## src/verilog/rcfg_pkg.sv

```systemverilog
// Constants, types and helpers for the receiver configuration block
// Functional notes
// - Burned nonvolatile configuration survives resets and reloads until erased or burned again
// - Bank written over the bus is lost at reset or power down
// - Crystal settle wait after power-up: 78..2480 us, default 310 us
// - Mode selects self-running or host-driven; host-driven is default
// - Sleep timer enable, default off
// - Sleep time 3..134152192 ms, used in self-running or with sleep timer
// - Receive timer enable, default off
// - Receive time 0.04..2683043 ms, default 1 ms, gated like sleep
// - Extended receive time, default 200 ms, only with wake-on-radio and timer
// - Receive early-exit enable, default off
// - Squelch threshold 8 bits, 0..255, default 0
// - Symbol rate in 0.1 ksps, max 40 OOK, 100 FSK, default 2.4; a rate written under FSK is not clamped when OOK is set later
// - Demodulation OOK or FSK, FSK default
// - Wake-on-radio enable, default off, gates extended receive time
// - After early exit go to idle hold or tune, idle hold default
package rcfg_pkg;

  // ****************************************
  // Timing
  // ****************************************
  localparam int CLK_PERIOD_NS = 10;
  localparam int US_CYC        = 1000 / CLK_PERIOD_NS;
  localparam int TICK_US       = 10;                    // Timer unit 0.01 ms
  localparam int TICK_CYC      = TICK_US * US_CYC;
  localparam int MS_TICKS      = 1000 / TICK_US;

  // ****************************************
  // Register map and commands
  // ****************************************
  localparam logic [7:0] A_CTRL   = 8'h00;
  localparam logic [7:0] A_SLEEP  = 8'h04;
  localparam logic [7:0] A_RX     = 8'h08;
  localparam logic [7:0] A_RXEXT  = 8'h0c;
  localparam logic [7:0] A_SQL    = 8'h10;
  localparam logic [7:0] A_SYM    = 8'h14;
  localparam logic [7:0] A_CMD    = 8'h18;
  localparam logic [7:0] A_STAT   = 8'h1c;
  localparam int CMD_START = 0;
  localparam int CMD_IDLE  = 1;
  localparam int CMD_BURN  = 2;
  localparam logic [31:0] NVM_KEY = 32'h5a3c_0f96;      // Arbitrary marker value

  // ****************************************
  // Symbol rate limits, 0.1 ksps units
  // ****************************************
  localparam logic [9:0] SYM_MIN     = 10'h001;
  localparam logic [9:0] SYM_MAX_OOK = 10'h190;
  localparam logic [9:0] SYM_MAX_FSK = 10'h3e8;

  // ****************************************
  // Types
  // ****************************************
  typedef struct packed {
    logic        active;      // 1 self-running, 0 host-driven
    logic        sleep_en;
    logic        rx_en;
    logic        wor_en;
    logic        exit_en;
    logic        exit_tune;   // 1 tune, 0 idle hold
    logic        ook;         // 1 OOK, 0 FSK
    logic [2:0]  settle_sel;
    logic [26:0] sleep_ms;
    logic [28:0] rx_t;        // 0.01 ms units
    logic [28:0] rx_ext;
    logic [7:0]  squelch;
    logic [9:0]  sym_rate;
  } cfg_t;

  typedef struct packed {
    logic rx_on;
    logic sleep;
    logic tune;
    logic idle;
  } radio_t;

  typedef enum logic [5:0] {
    ST_SETTLE = 6'b000001,
    ST_IDLE   = 6'b000010,
    ST_SLEEP  = 6'b000100,
    ST_RX     = 6'b001000,
    ST_RXEXT  = 6'b010000,
    ST_TUNE   = 6'b100000
  } state_t;

  localparam cfg_t CFG_DEF = '{active: 1'b0, sleep_en: 1'b0, rx_en: 1'b0,
    wor_en: 1'b0, exit_en: 1'b0, exit_tune: 1'b0, ook: 1'b0,
    settle_sel: 3'h2, sleep_ms: 27'h00003e8, rx_t: 29'h00000064,
    rx_ext: 29'h00004e20, squelch: 8'h00, sym_rate: 10'h018};

  // Settle time in microseconds per selector
  function automatic logic [11:0] settle_us(input logic [2:0] sel);
    case (sel)
      3'h0:    settle_us = 12'h04e;
      3'h1:    settle_us = 12'h09b;
      3'h2:    settle_us = 12'h136;
      3'h3:    settle_us = 12'h26c;
      3'h4:    settle_us = 12'h4d8;
      default: settle_us = 12'h9b0;
    endcase
  endfunction : settle_us

endpackage : rcfg_pkg

```

## src/verilog/rcfg_core.sv

```systemverilog
// Receiver configuration bank, nonvolatile image and duty timers
`timescale 1ns/10ps
module rcfg_core #(
  parameter int US_CYCLES   = rcfg_pkg::US_CYC,
  parameter int TICK_CYCLES = rcfg_pkg::TICK_CYC
) (
  input  wire logic            clock,
  input  wire logic            sys_rst,
  input  wire logic            nvm_erase,
  input  wire logic            hsel,
  input  wire logic [31:0]     haddr,
  input  wire logic [1:0]      htrans,
  input  wire logic            hwrite,
  input  wire logic [2:0]      hsize,
  input  wire logic [31:0]     hwdata,
  input  wire logic            hready,
  output logic [31:0]          hrdata,
  output logic                 hreadyout,
  output logic                 hresp,
  input  wire logic            sig_detect,
  input  wire logic            early_exit,
  output rcfg_pkg::radio_t     radio,
  output rcfg_pkg::cfg_t       cfg
);
  import rcfg_pkg::*;

  // ****************************************
  // Declarations
  // ****************************************
  cfg_t        cfg_r, cfg_nxt, nvm_img_r;
  logic [31:0] nvm_key_r;
  state_t      state_r, state_nxt;
  radio_t      radio_r;
  logic [31:0] hrdata_r, rdata_w;
  logic        hready_r;
  logic        wr_pend_r;
  logic [7:0]  waddr_r;
  logic [1:0]  s1_r, s2_r;
  logic        s3_r;
  logic [33:0] tmr_r, tgt_w;
  logic [15:0] pre_r;
  logic        tick_w, done_w, nvm_ok, acc_w, early_w, det_w;
  logic        cmd_start, cmd_idle, burn_w, wr_cmd, rx_timed, sleep_timed;
  logic [9:0]  sym_cap;
  logic [2:0]  settle_sel_w;

  // Word decode of a bus address
  function automatic logic [7:0] word_of(input logic [31:0] a);
    word_of = {a[7:2], 2'b00};
  endfunction : word_of

  // ****************************************
  // Pin synchronisers
  // ****************************************
  always_ff @(posedge clock or posedge sys_rst) begin
    if (sys_rst) begin
      s1_r <= 2'h0;
      s2_r <= 2'h0;
      s3_r <= 1'b0;
    end else begin
      s1_r <= {early_exit, sig_detect};
      s2_r <= s1_r;
      s3_r <= s2_r[1];
    end
  end

  assign det_w   = s2_r[0];
  assign early_w = cfg_r.exit_en && s2_r[1] && !s3_r;

  // ****************************************
  // AHB-Lite slave
  // ****************************************
  // Reads take one wait state so the data always comes from a flop
  assign acc_w  = hsel && htrans[1] && hready;
  assign wr_cmd = wr_pend_r && (waddr_r == A_CMD);
  assign cmd_start = wr_cmd && hwdata[CMD_START];
  assign cmd_idle  = wr_cmd && hwdata[CMD_IDLE];
  assign burn_w    = wr_cmd && hwdata[CMD_BURN];

  always_comb begin
    case (waddr_r)
      A_CTRL:  rdata_w = {21'h0, cfg_r.settle_sel, 1'b0, cfg_r.ook,
                          cfg_r.exit_tune, cfg_r.exit_en, cfg_r.wor_en,
                          cfg_r.rx_en, cfg_r.sleep_en, cfg_r.active};
      A_SLEEP: rdata_w = {5'h0, cfg_r.sleep_ms};
      A_RX:    rdata_w = {3'h0, cfg_r.rx_t};
      A_RXEXT: rdata_w = {3'h0, cfg_r.rx_ext};
      A_SQL:   rdata_w = {24'h0, cfg_r.squelch};
      A_SYM:   rdata_w = {22'h0, cfg_r.sym_rate};
      A_STAT:  rdata_w = {23'h0, nvm_ok, 2'h0, state_r};
      default: rdata_w = 32'h0;
    endcase
  end

  always_ff @(posedge clock or posedge sys_rst) begin
    if (sys_rst) begin
      hready_r  <= 1'b1;
      hrdata_r  <= 32'h0;
      wr_pend_r <= 1'b0;
      waddr_r   <= 8'h0;
    end else begin
      wr_pend_r <= acc_w && hwrite;
      if (acc_w) begin
        waddr_r <= word_of(haddr);
      end
      if (acc_w && !hwrite) begin
        hready_r <= 1'b0;
      end else if (!hready_r) begin
        hready_r <= 1'b1;
        hrdata_r <= rdata_w;
      end
    end
  end

  // ****************************************
  // Configuration bank
  // ****************************************
  // Rate is clamped to the limit of the selected demodulation
  assign sym_cap = (hwdata[9:0] < SYM_MIN) ? SYM_MIN :
                   (cfg_r.ook && hwdata[9:0] > SYM_MAX_OOK) ? SYM_MAX_OOK :
                   (hwdata[9:0] > SYM_MAX_FSK) ? SYM_MAX_FSK : hwdata[9:0];

  always_comb begin
    cfg_nxt = cfg_r;
    if (state_r == ST_SETTLE) begin
      if (done_w && nvm_ok) begin
        cfg_nxt = nvm_img_r;
      end
    end else if (wr_pend_r) begin
      case (waddr_r)
        A_CTRL: begin
          cfg_nxt.active     = hwdata[0];
          cfg_nxt.sleep_en   = hwdata[1];
          cfg_nxt.rx_en      = hwdata[2];
          cfg_nxt.wor_en     = hwdata[3];
          cfg_nxt.exit_en    = hwdata[4];
          cfg_nxt.exit_tune  = hwdata[5];
          cfg_nxt.ook        = hwdata[6];
          cfg_nxt.settle_sel = hwdata[10:8];
        end
        A_SLEEP: cfg_nxt.sleep_ms = hwdata[26:0];
        A_RX:    cfg_nxt.rx_t     = hwdata[28:0];
        A_RXEXT: cfg_nxt.rx_ext   = hwdata[28:0];
        A_SQL:   cfg_nxt.squelch  = hwdata[7:0];
        A_SYM:   cfg_nxt.sym_rate = sym_cap;
        default: cfg_nxt = cfg_r;
      endcase
    end
  end

  // Bank returns to defaults on every reset; volatile by design
  always_ff @(posedge clock or posedge sys_rst) begin
    if (sys_rst) begin
      cfg_r <= CFG_DEF;
    end else begin
      cfg_r <= cfg_nxt;
    end
  end

  // ****************************************
  // Nonvolatile image
  // ****************************************
  // Not touched by sys_rst; only erase or a burn changes it
  assign nvm_ok = (nvm_key_r == NVM_KEY);

  always_ff @(posedge clock or posedge nvm_erase) begin
    if (nvm_erase) begin
      nvm_key_r <= 32'h0;
    end else if (burn_w) begin
      nvm_key_r <= NVM_KEY;
    end
  end

  always_ff @(posedge clock) begin
    if (burn_w) begin
      nvm_img_r <= cfg_r;
    end
  end

  // ****************************************
  // Duty timer
  // ****************************************
  assign rx_timed     = cfg_r.active || cfg_r.rx_en;
  assign sleep_timed  = cfg_r.active || cfg_r.sleep_en;
  assign settle_sel_w = nvm_ok ? nvm_img_r.settle_sel : CFG_DEF.settle_sel;
  assign tick_w = (state_r == ST_SETTLE) || (pre_r == 16'(TICK_CYCLES - 1));

  always_comb begin
    case (state_r)
      ST_SETTLE: tgt_w = 34'(settle_us(settle_sel_w) * US_CYCLES);
      ST_SLEEP:  tgt_w = 34'(cfg_r.sleep_ms) * 34'(MS_TICKS);
      ST_RX:     tgt_w = {5'h0, cfg_r.rx_t};
      ST_RXEXT:  tgt_w = {5'h0, cfg_r.rx_ext};
      default:   tgt_w = 34'h0;
    endcase
  end

  assign done_w = tick_w && (tmr_r + 34'h1 >= tgt_w);

  // Counter restarts on every state change
  always_ff @(posedge clock or posedge sys_rst) begin
    if (sys_rst) begin
      tmr_r <= 34'h0;
      pre_r <= 16'h0;
    end else if (state_nxt != state_r) begin
      tmr_r <= 34'h0;
      pre_r <= 16'h0;
    end else begin
      pre_r <= tick_w ? 16'h0 : pre_r + 16'h1;
      tmr_r <= tick_w ? tmr_r + 34'h1 : tmr_r;
    end
  end

  // ****************************************
  // Operating state machine
  // ****************************************
  always_comb begin
    state_nxt = state_r;
    case (state_r)
      ST_SETTLE: if (done_w) state_nxt = ST_IDLE;
      ST_IDLE: begin
        if (cfg_r.active) state_nxt = ST_SLEEP;
        else if (cmd_start) state_nxt = ST_RX;
      end
      ST_SLEEP: begin
        if (cmd_idle && !cfg_r.active) state_nxt = ST_IDLE;
        else if (done_w) state_nxt = ST_RX;
      end
      ST_RX, ST_RXEXT: begin
        if (early_w) begin
          state_nxt = cfg_r.exit_tune ? ST_TUNE : ST_IDLE;
        end else if (cmd_idle) begin
          state_nxt = ST_IDLE;
        end else if (state_r == ST_RX && cfg_r.wor_en && cfg_r.rx_en && det_w) begin
          state_nxt = ST_RXEXT;
        end else if (rx_timed && done_w) begin
          state_nxt = sleep_timed ? ST_SLEEP : ST_IDLE;
        end
      end
      ST_TUNE: begin
        if (cmd_start || cfg_r.active) state_nxt = ST_RX;
        else if (cmd_idle) state_nxt = ST_IDLE;
      end
      default: state_nxt = ST_IDLE;
    endcase
  end

  always_ff @(posedge clock or posedge sys_rst) begin
    if (sys_rst) begin
      state_r <= ST_SETTLE;
      radio_r <= '0;
    end else begin
      state_r <= state_nxt;
      radio_r <= '{rx_on: state_nxt inside {ST_RX, ST_RXEXT},
                   sleep: state_nxt == ST_SLEEP, tune: state_nxt == ST_TUNE,
                   idle: state_nxt == ST_IDLE};
    end
  end

  // ****************************************
  // Outputs
  // ****************************************
  assign hrdata    = hrdata_r;
  assign hreadyout = hready_r;
  assign hresp     = 1'b0;
  assign radio     = radio_r;
  assign cfg       = cfg_r;

  // ****************************************
  // Checks
  // ****************************************
  logic [33:0] cyc_r;

  always_ff @(posedge clock or posedge sys_rst) begin
    if (sys_rst) begin
      cyc_r <= 34'h0;
    end else begin
      cyc_r <= (state_nxt != state_r) ? 34'h0 : cyc_r + 34'h1;
    end
  end
endmodule : rcfg_core

```

## config.mk

```make
export PLATFORM = sky130hd
export DESIGN_NAME = rcfg_core
export DESIGN_NICKNAME = d
export VERILOG_FILES = /design/src/verilog/rcfg_pkg.sv /design/src/verilog/rcfg_core.sv
export SDC_FILE = /design/constraint.sdc
export NUM_CORES = 1
export LEC_CHECK = 0
export ABC_AREA = 1
export BUFFER_PORTS_ARGS = -buffer_cell sky130_fd_sc_hd__clkbuf_2
export CORE_UTILIZATION = 45
export DETAILED_ROUTE_END_ITERATION = 6
export SLEW_MARGIN = 20
export SYNTH_ARGS = -nofsm -noshare
export SYNTH_HDL_FRONTEND = slang
export SYNTH_SLANG_ARGS = --single-unit
```

## constraint.sdc

```tcl
create_clock -name clock -period 10.45 [get_ports clock]
set_input_delay 2.09 -clock clock [delete_from_list [all_inputs] [get_ports clock]]
set_output_delay 2.09 -clock clock [all_outputs]
set_load 0.02 [all_outputs]
```

Word-level counts from Yosys, hierarchy flattened:

Index checks and enable logic that the tools add are counted.

* $add $sub $neg: 2
* multipliers: 2
* $lt $le $gt $ge: 4
* eq/ne operators: 26
* multiplexer cells: 36
* bitwise gates (word level): 2
* reductions and logical operators: 44

Operators with widths (number)
* $mux 113: 3
* $pmux 29 s7: 1
* $pmux 34 s4: 1
* $mux 6: 12
* $mux 34: 2
* $pmux 12 s5: 1
* $mux 29: 2
* $mux 10: 5
* $eq 6x3->1 const B: 6
* $add 34x1->34 const B: 1
* $ge 34x34->1: 1
* $mul 27x5->32 const B: 1
* $mux 16: 2
* $pmux 6 s5: 1
* $mux 27: 1
* $eq 6x2->1 const B: 4
* $logic_and 1x1->1: 18
* $reduce_and 3->1: 6
* $reduce_bool 2->1: 9
* $mul 12x5->17 const B: 1
* $add 16x1->16 const B: 1
* $eq 16x10->1 const B: 1
* $eq 16x16->1 const B: 1
* $eq 6x1->1 const B: 2
* 22 further kinds: 33

* register bits: 332
* output and inout bits: 151

Depth between registers and ports, before layout:

* depth after elaboration: 17
* depth in mapped cells: 46

Least setup slack after synthesis:

No wires, ideal clock.

* path type: reg-to-reg
* from: register nvm_img_r[104] (netlist bit)
* to: register cfg_r, in the netlist cfg[81]
* arrival time: 6047 ps
* required time: 10377 ps
* setup slack: 4330 ps
* cell stages (with the launch flop): 38
* buffers on the path: 2
* cells stage by stage: edfxtp_1 -> nor2_2 -> nand2_1 -> nor2_1 -> inv_1 -> ha_1 -> inv_1 -> nor2_1 -> nor3_1 -> inv_1 -> ha_1 -> ha_1 -> inv_1 -> fa_1 -> inv_1 -> ha_1 -> a21oi_1 -> o21ai_0 -> [2 not listed] -> or2_2 -> a31oi_1 -> ha_1 -> nand2_1 -> nor2_1 -> nand2_1 -> nor2_1 -> nand2_1 -> nand2_1 -> nor2_1 -> nand3_2 -> nand2_1 -> o21ai_2 -> buf_4 -> nand2_1 -> clkbuf_1 -> nor2_1 -> a21oi_1

* cells in the longest elaborated chain, start to end: 11
* elaborated cells on any way between the ends: 15
* classes of those cells: mul (1); order compare (1); eq/ne (5); mux (4); reduce/logical (4)

Ends and longest elaborated chain
* start, declared: RTL line rcfg_core.sv:30 `cfg_t cfg_r, cfg_nxt, nvm_img_r;`
* start signal, assigned: RTL line rcfg_core.sv:176 `nvm_img_r <= cfg_r;`
* $mux 3 *: RTL line rcfg_core.sv:185 `assign settle_sel_w = nvm_ok ? nvm_img_r.settle_sel : CFG_DEF.settle_sel;`
* $eq 3x3->1, or another cell as far along: RTL line rcfg_pkg.sv:94 `case (sel)`
* $pmux 12 s5 *: RTL line rcfg_pkg.sv:94
* $mux 12 *: RTL line rcfg_core.sv:189 `case (state_r)`
* $mul 12x5->17 *: RTL line rcfg_core.sv:190 `ST_SETTLE: tgt_w = 34'(settle_us(settle_sel_w) * US_CYCLES);`
* $pmux 34 s4 *: RTL line rcfg_core.sv:189
* $ge 34x34->1 *: RTL line rcfg_core.sv:198 `assign done_w = tick_w && (tmr_r + 34'h1 >= tgt_w);`
* $logic_and 1x1->1 *: RTL line rcfg_core.sv:198
* $logic_and 1x1->1 *: RTL line rcfg_core.sv:126 `if (done_w && nvm_ok) begin`
* $ne 2x1->1 (no source line) *
* $reduce_and 3->1 (no source line) *
* end signal, assigned: RTL line rcfg_core.sv:156 `cfg_r <= cfg_nxt;`
* end, declared: RTL line rcfg_core.sv:30

Every way passes the cells marked *; elsewhere a longest branch is shown, timed or not. The select of a mux whose other input is x is not followed.
A chain may end at the register's enable or synchronous reset.

Final worst setup path:

* from: register, netlist name nvm_key_r[1]
* to: register cfg_r, in the netlist cfg[97]

* cells in the longest elaborated chain, start to end: 12
* elaborated cells on any way between the ends: 16
* classes of those cells: mul (1); order compare (1); eq/ne (6); mux (4); reduce/logical (4)

Ends and longest elaborated chain
* $eq 16x16->1 *: RTL line rcfg_core.sv:164 `assign nvm_ok = (nvm_key_r == NVM_KEY);`
* $mux 3: RTL line rcfg_core.sv:185
* $eq 3x3->1, or another cell as far along: RTL line rcfg_pkg.sv:94
* $pmux 12 s5: RTL line rcfg_pkg.sv:94
* $mux 12: RTL line rcfg_core.sv:189
* $mul 12x5->17: RTL line rcfg_core.sv:190
* $pmux 34 s4: RTL line rcfg_core.sv:189
* $ge 34x34->1: RTL line rcfg_core.sv:198
* $logic_and 1x1->1: RTL line rcfg_core.sv:198
* $logic_and 1x1->1 *: RTL line rcfg_core.sv:126
* $ne 2x1->1 (no source line) *
* $reduce_and 3->1 (no source line) *

Marks and branches as above.

==> flow_summary.ini <==
[outcome]
status = finished, final reports clean

[yosys]
yosys_warnings = 0
synth-main-ff-cell = dfrtp_1
yosys.area.top_type = dfrtp_1
syn_area_sq_um = 20470
seq_area_frac_synth_pct = 43.10
synth_top_area_share_pct = 24.08
syn_area_per_cell_sq_um = 8.311
yosysMostFrequentCell = nand2_1
syn_inst = 2463
yosys_register_bits = 329
yosysUniqueCellTypes = 59
synth_edf_count = 113
synth_commonest_cells = nand2_1, inv_1, nor2_1, dfrtp_1, a21oi_1
ys_async_sr_fraction_pct = 65.65
ys_top_cells_by_area = dfrtp_1, edfxtp_1, nand2_1, ha_1, inv_1

[global_routing]
met3_usage_pct = 5.308
grt_max_degree = 91
grtUsageMet2_pct = 41.00
antenna_found_initial = 2
grt_use_met1_pct = 39.44
grt_pass1_wl_um = 97650
grt_overflow = 0
busiest_layer = met2
grt_pass1_vias = 17010
grtUsageTotal_pct = 27.09

[critical_path]
end_kind = flip-flop
crit_path_top_delay_cell = nand2_2
cp_max_fo = 54
critical_path.max_stage_delay_ns = 0.86
critical_path_required_ns = 10.86
crit_start = nvm_key_r[1]
r2r_start = nvm_key_r[1]
path_class = flip-flop to flip-flop
cp-start-kind = flip-flop
worst_ep_arrival_time_ns = 9.00

[clocking]
numCtsBuffers = 38
ctsHtreeMaxLevel = 2
clock_latency_ns = 0.59
cts_tree = built
clkTransAtPathRegs_ns = 0.06
clock_sinks = 329
hold_buffers = 0
clock_path_buffers = 3
cts-root-buf = clkbuf_16
post-cts-setup-buffers = 0
ctsResizeCount = 0

[place]
dp_slack_ns = 1.996
gp_congestion = 0.9037
dp.cells = 3186
io_buffers = 190
dpl_cell_area_sq_um = 22000
hpwl_um = 45090

[sta]
max_freq_mhz = 116.4
rsz0062_at_grt = false
maxSlewHeadroom_pct = 29.45
setup_ws_ns = 1.861
post-route-min-period_ns = 8.589
min_period_over_period_pct = 82.19
fin_tns_setup_ns = 0
finalSetupViolCount = 0
skew_ns = 0.03966
slew_viol_final = 0
timing.final.hold_violations = 0
worst_pin_slew_ns = 1.054

[detailed_routing]
drcViolationCount = 0
wl_per_cell_um = 19.01
drt_iter0_markers = 1675
drt_pass1_iterations = 6
postRouteAntennaNets = 0
via_per_inst = 5.405
vias = 17600
routed_wl_um = 61900

[floorplanning]
initial_core_util_pct = 45.99
rows = 77
core_area_sq_um = 44510
io_pins = 228
dieArea_sq_um = 46350
die_y_um = 215.3
dieWidth_um = 215.3

[run]
drv_cap = 0

[hold_path]
hp-class = flip-flop to flip-flop
hp-start = s1_r[1]

[layout]
instances_no_fill = 3257
layout-drive-gt1-share_pct = 14.64
syn2layout_area_growth_pct = 14.09
nets = 2890
fin_area_sq_um = 23360
postLayoutCoreUtil_pct = 52.47

[pwr]
ir_worst_vdd_uv = 149.0
power_leakage_nw = 11.17
power_density_nw_per_um2 = 247.8
==> per-layer routing <==
layer	routed length, um	part of all wire (%)
met3	4519	7.3
met5	13	0.021
met2	27430	44
met4	1485	2.4
met1	28450	46
==> state kept, by name, summed over array words and instances, names as in the netlist <==
signal / flops
s3_r: 1
radio: 4
hreadyout: 1
pre_r: 16
s2_r: 2
nvm_key_r: 1
state_r: 6
s1_r: 2
hrdata: 29
tmr_r: 34
wr_pend_r: 1
waddr_r: 6
nvm_img_r: 113
cfg: 113
==> final timing paths <==
kind | slack [ns] | to | cells after the start
setup / recovery | 1.86 | cfg[97] | 36
hold / removal | 0.35 | s2_r[1] | 0
setup reg to reg | 1.86 | cfg[97] | 36
hold reg to reg | 0.35 | s2_r[1] | 0
max in group asynchronous | 6.63 | hrdata[21] | 4
min in group asynchronous | 1.39 | nvm_key_r[1] | 2
==> worst max-delay path: cells and delay by family (launching register included) <==
kind | cells | cell delay (ns)
AOI/OAI and AO/OA | 7 | 1.93
and+or+nand+nor | 16 | 3.39
buffers and inverters | 6 | 0.51
xor gates and xnor gates | 1 | 0.20
adders and majority gates | 6 | 1.97
DFF | 1 | 0.38
==> cells by family after synthesis <==
kind of cell / share of synthesized area (%)
xor+xnor: 1.497
fa+ha+maj: 11.89
buf+inv: 9.046
flops: 43.10
simple gates: 21.25
other cells: 0.01832
mux: 0.1039
compound gates: 13.09
==> cell type report <==
| type | instances | area, sq um |
|---|---|---|
| clock inverters | 26 | 356.6 |
| well taps | 592 | 740.7 |
| multi-input cells | 1658 | 9837 |
| flip-flops and latches | 329 | 8822 |
| repair buffers | 210 | 1101 |
| clock buffers | 44 | 993.5 |
| fillers | 4232 | 21150 |
| diodes | 1 | 2.502 |
| inverters | 397 | 1503 |
==> layout by cell type, fill, tap and decap left out, drive strengths merged, types with 4 or more instances in the layout <==
cell type / n
nand2: 560
inv: 394
xnor2: 6
o221ai: 13
a221oi: 10
a21oi: 189
buf: 20
edfxtp: 113
ha: 153
conb: 4
nor3: 77
a31oi: 12
a211oi: 6
xor2: 29
o22ai: 42
o211ai: 6
o2111ai: 5
dfrtp: 197
nor4: 17
or2: 15
o21ai: 122
nand4: 27
a21o: 18
o21bai: 4
clkinv: 19
a22oi: 10
clkbuf: 234
o21a: 5
dfstp: 19
nand3: 67
bufinv: 7
a41oi: 8
nor2: 211
fa: 26
==> report_power, final <==
part | total, mW | internal (mW) | switching [mW] | leakage (nW)
Combinational | 2.75 | 0.959 | 1.80 | 7.13
Sequential | 1.61 | 1.46 | 0.143 | 3.39
Clock | 1.43 | 0.863 | 0.563 | 0.649
==> stage by stage <==
stage	hold slack, ns	power (mW)
after floorplan	0.3312	3.595
after global placement	0.3406	4.292
after detailed placement	0.3378	4.340
after CTS	0.3509	5.795
after global routing	0.3509	6.278
final	0.3479	5.787
Power figures use the tool's default switching activity.
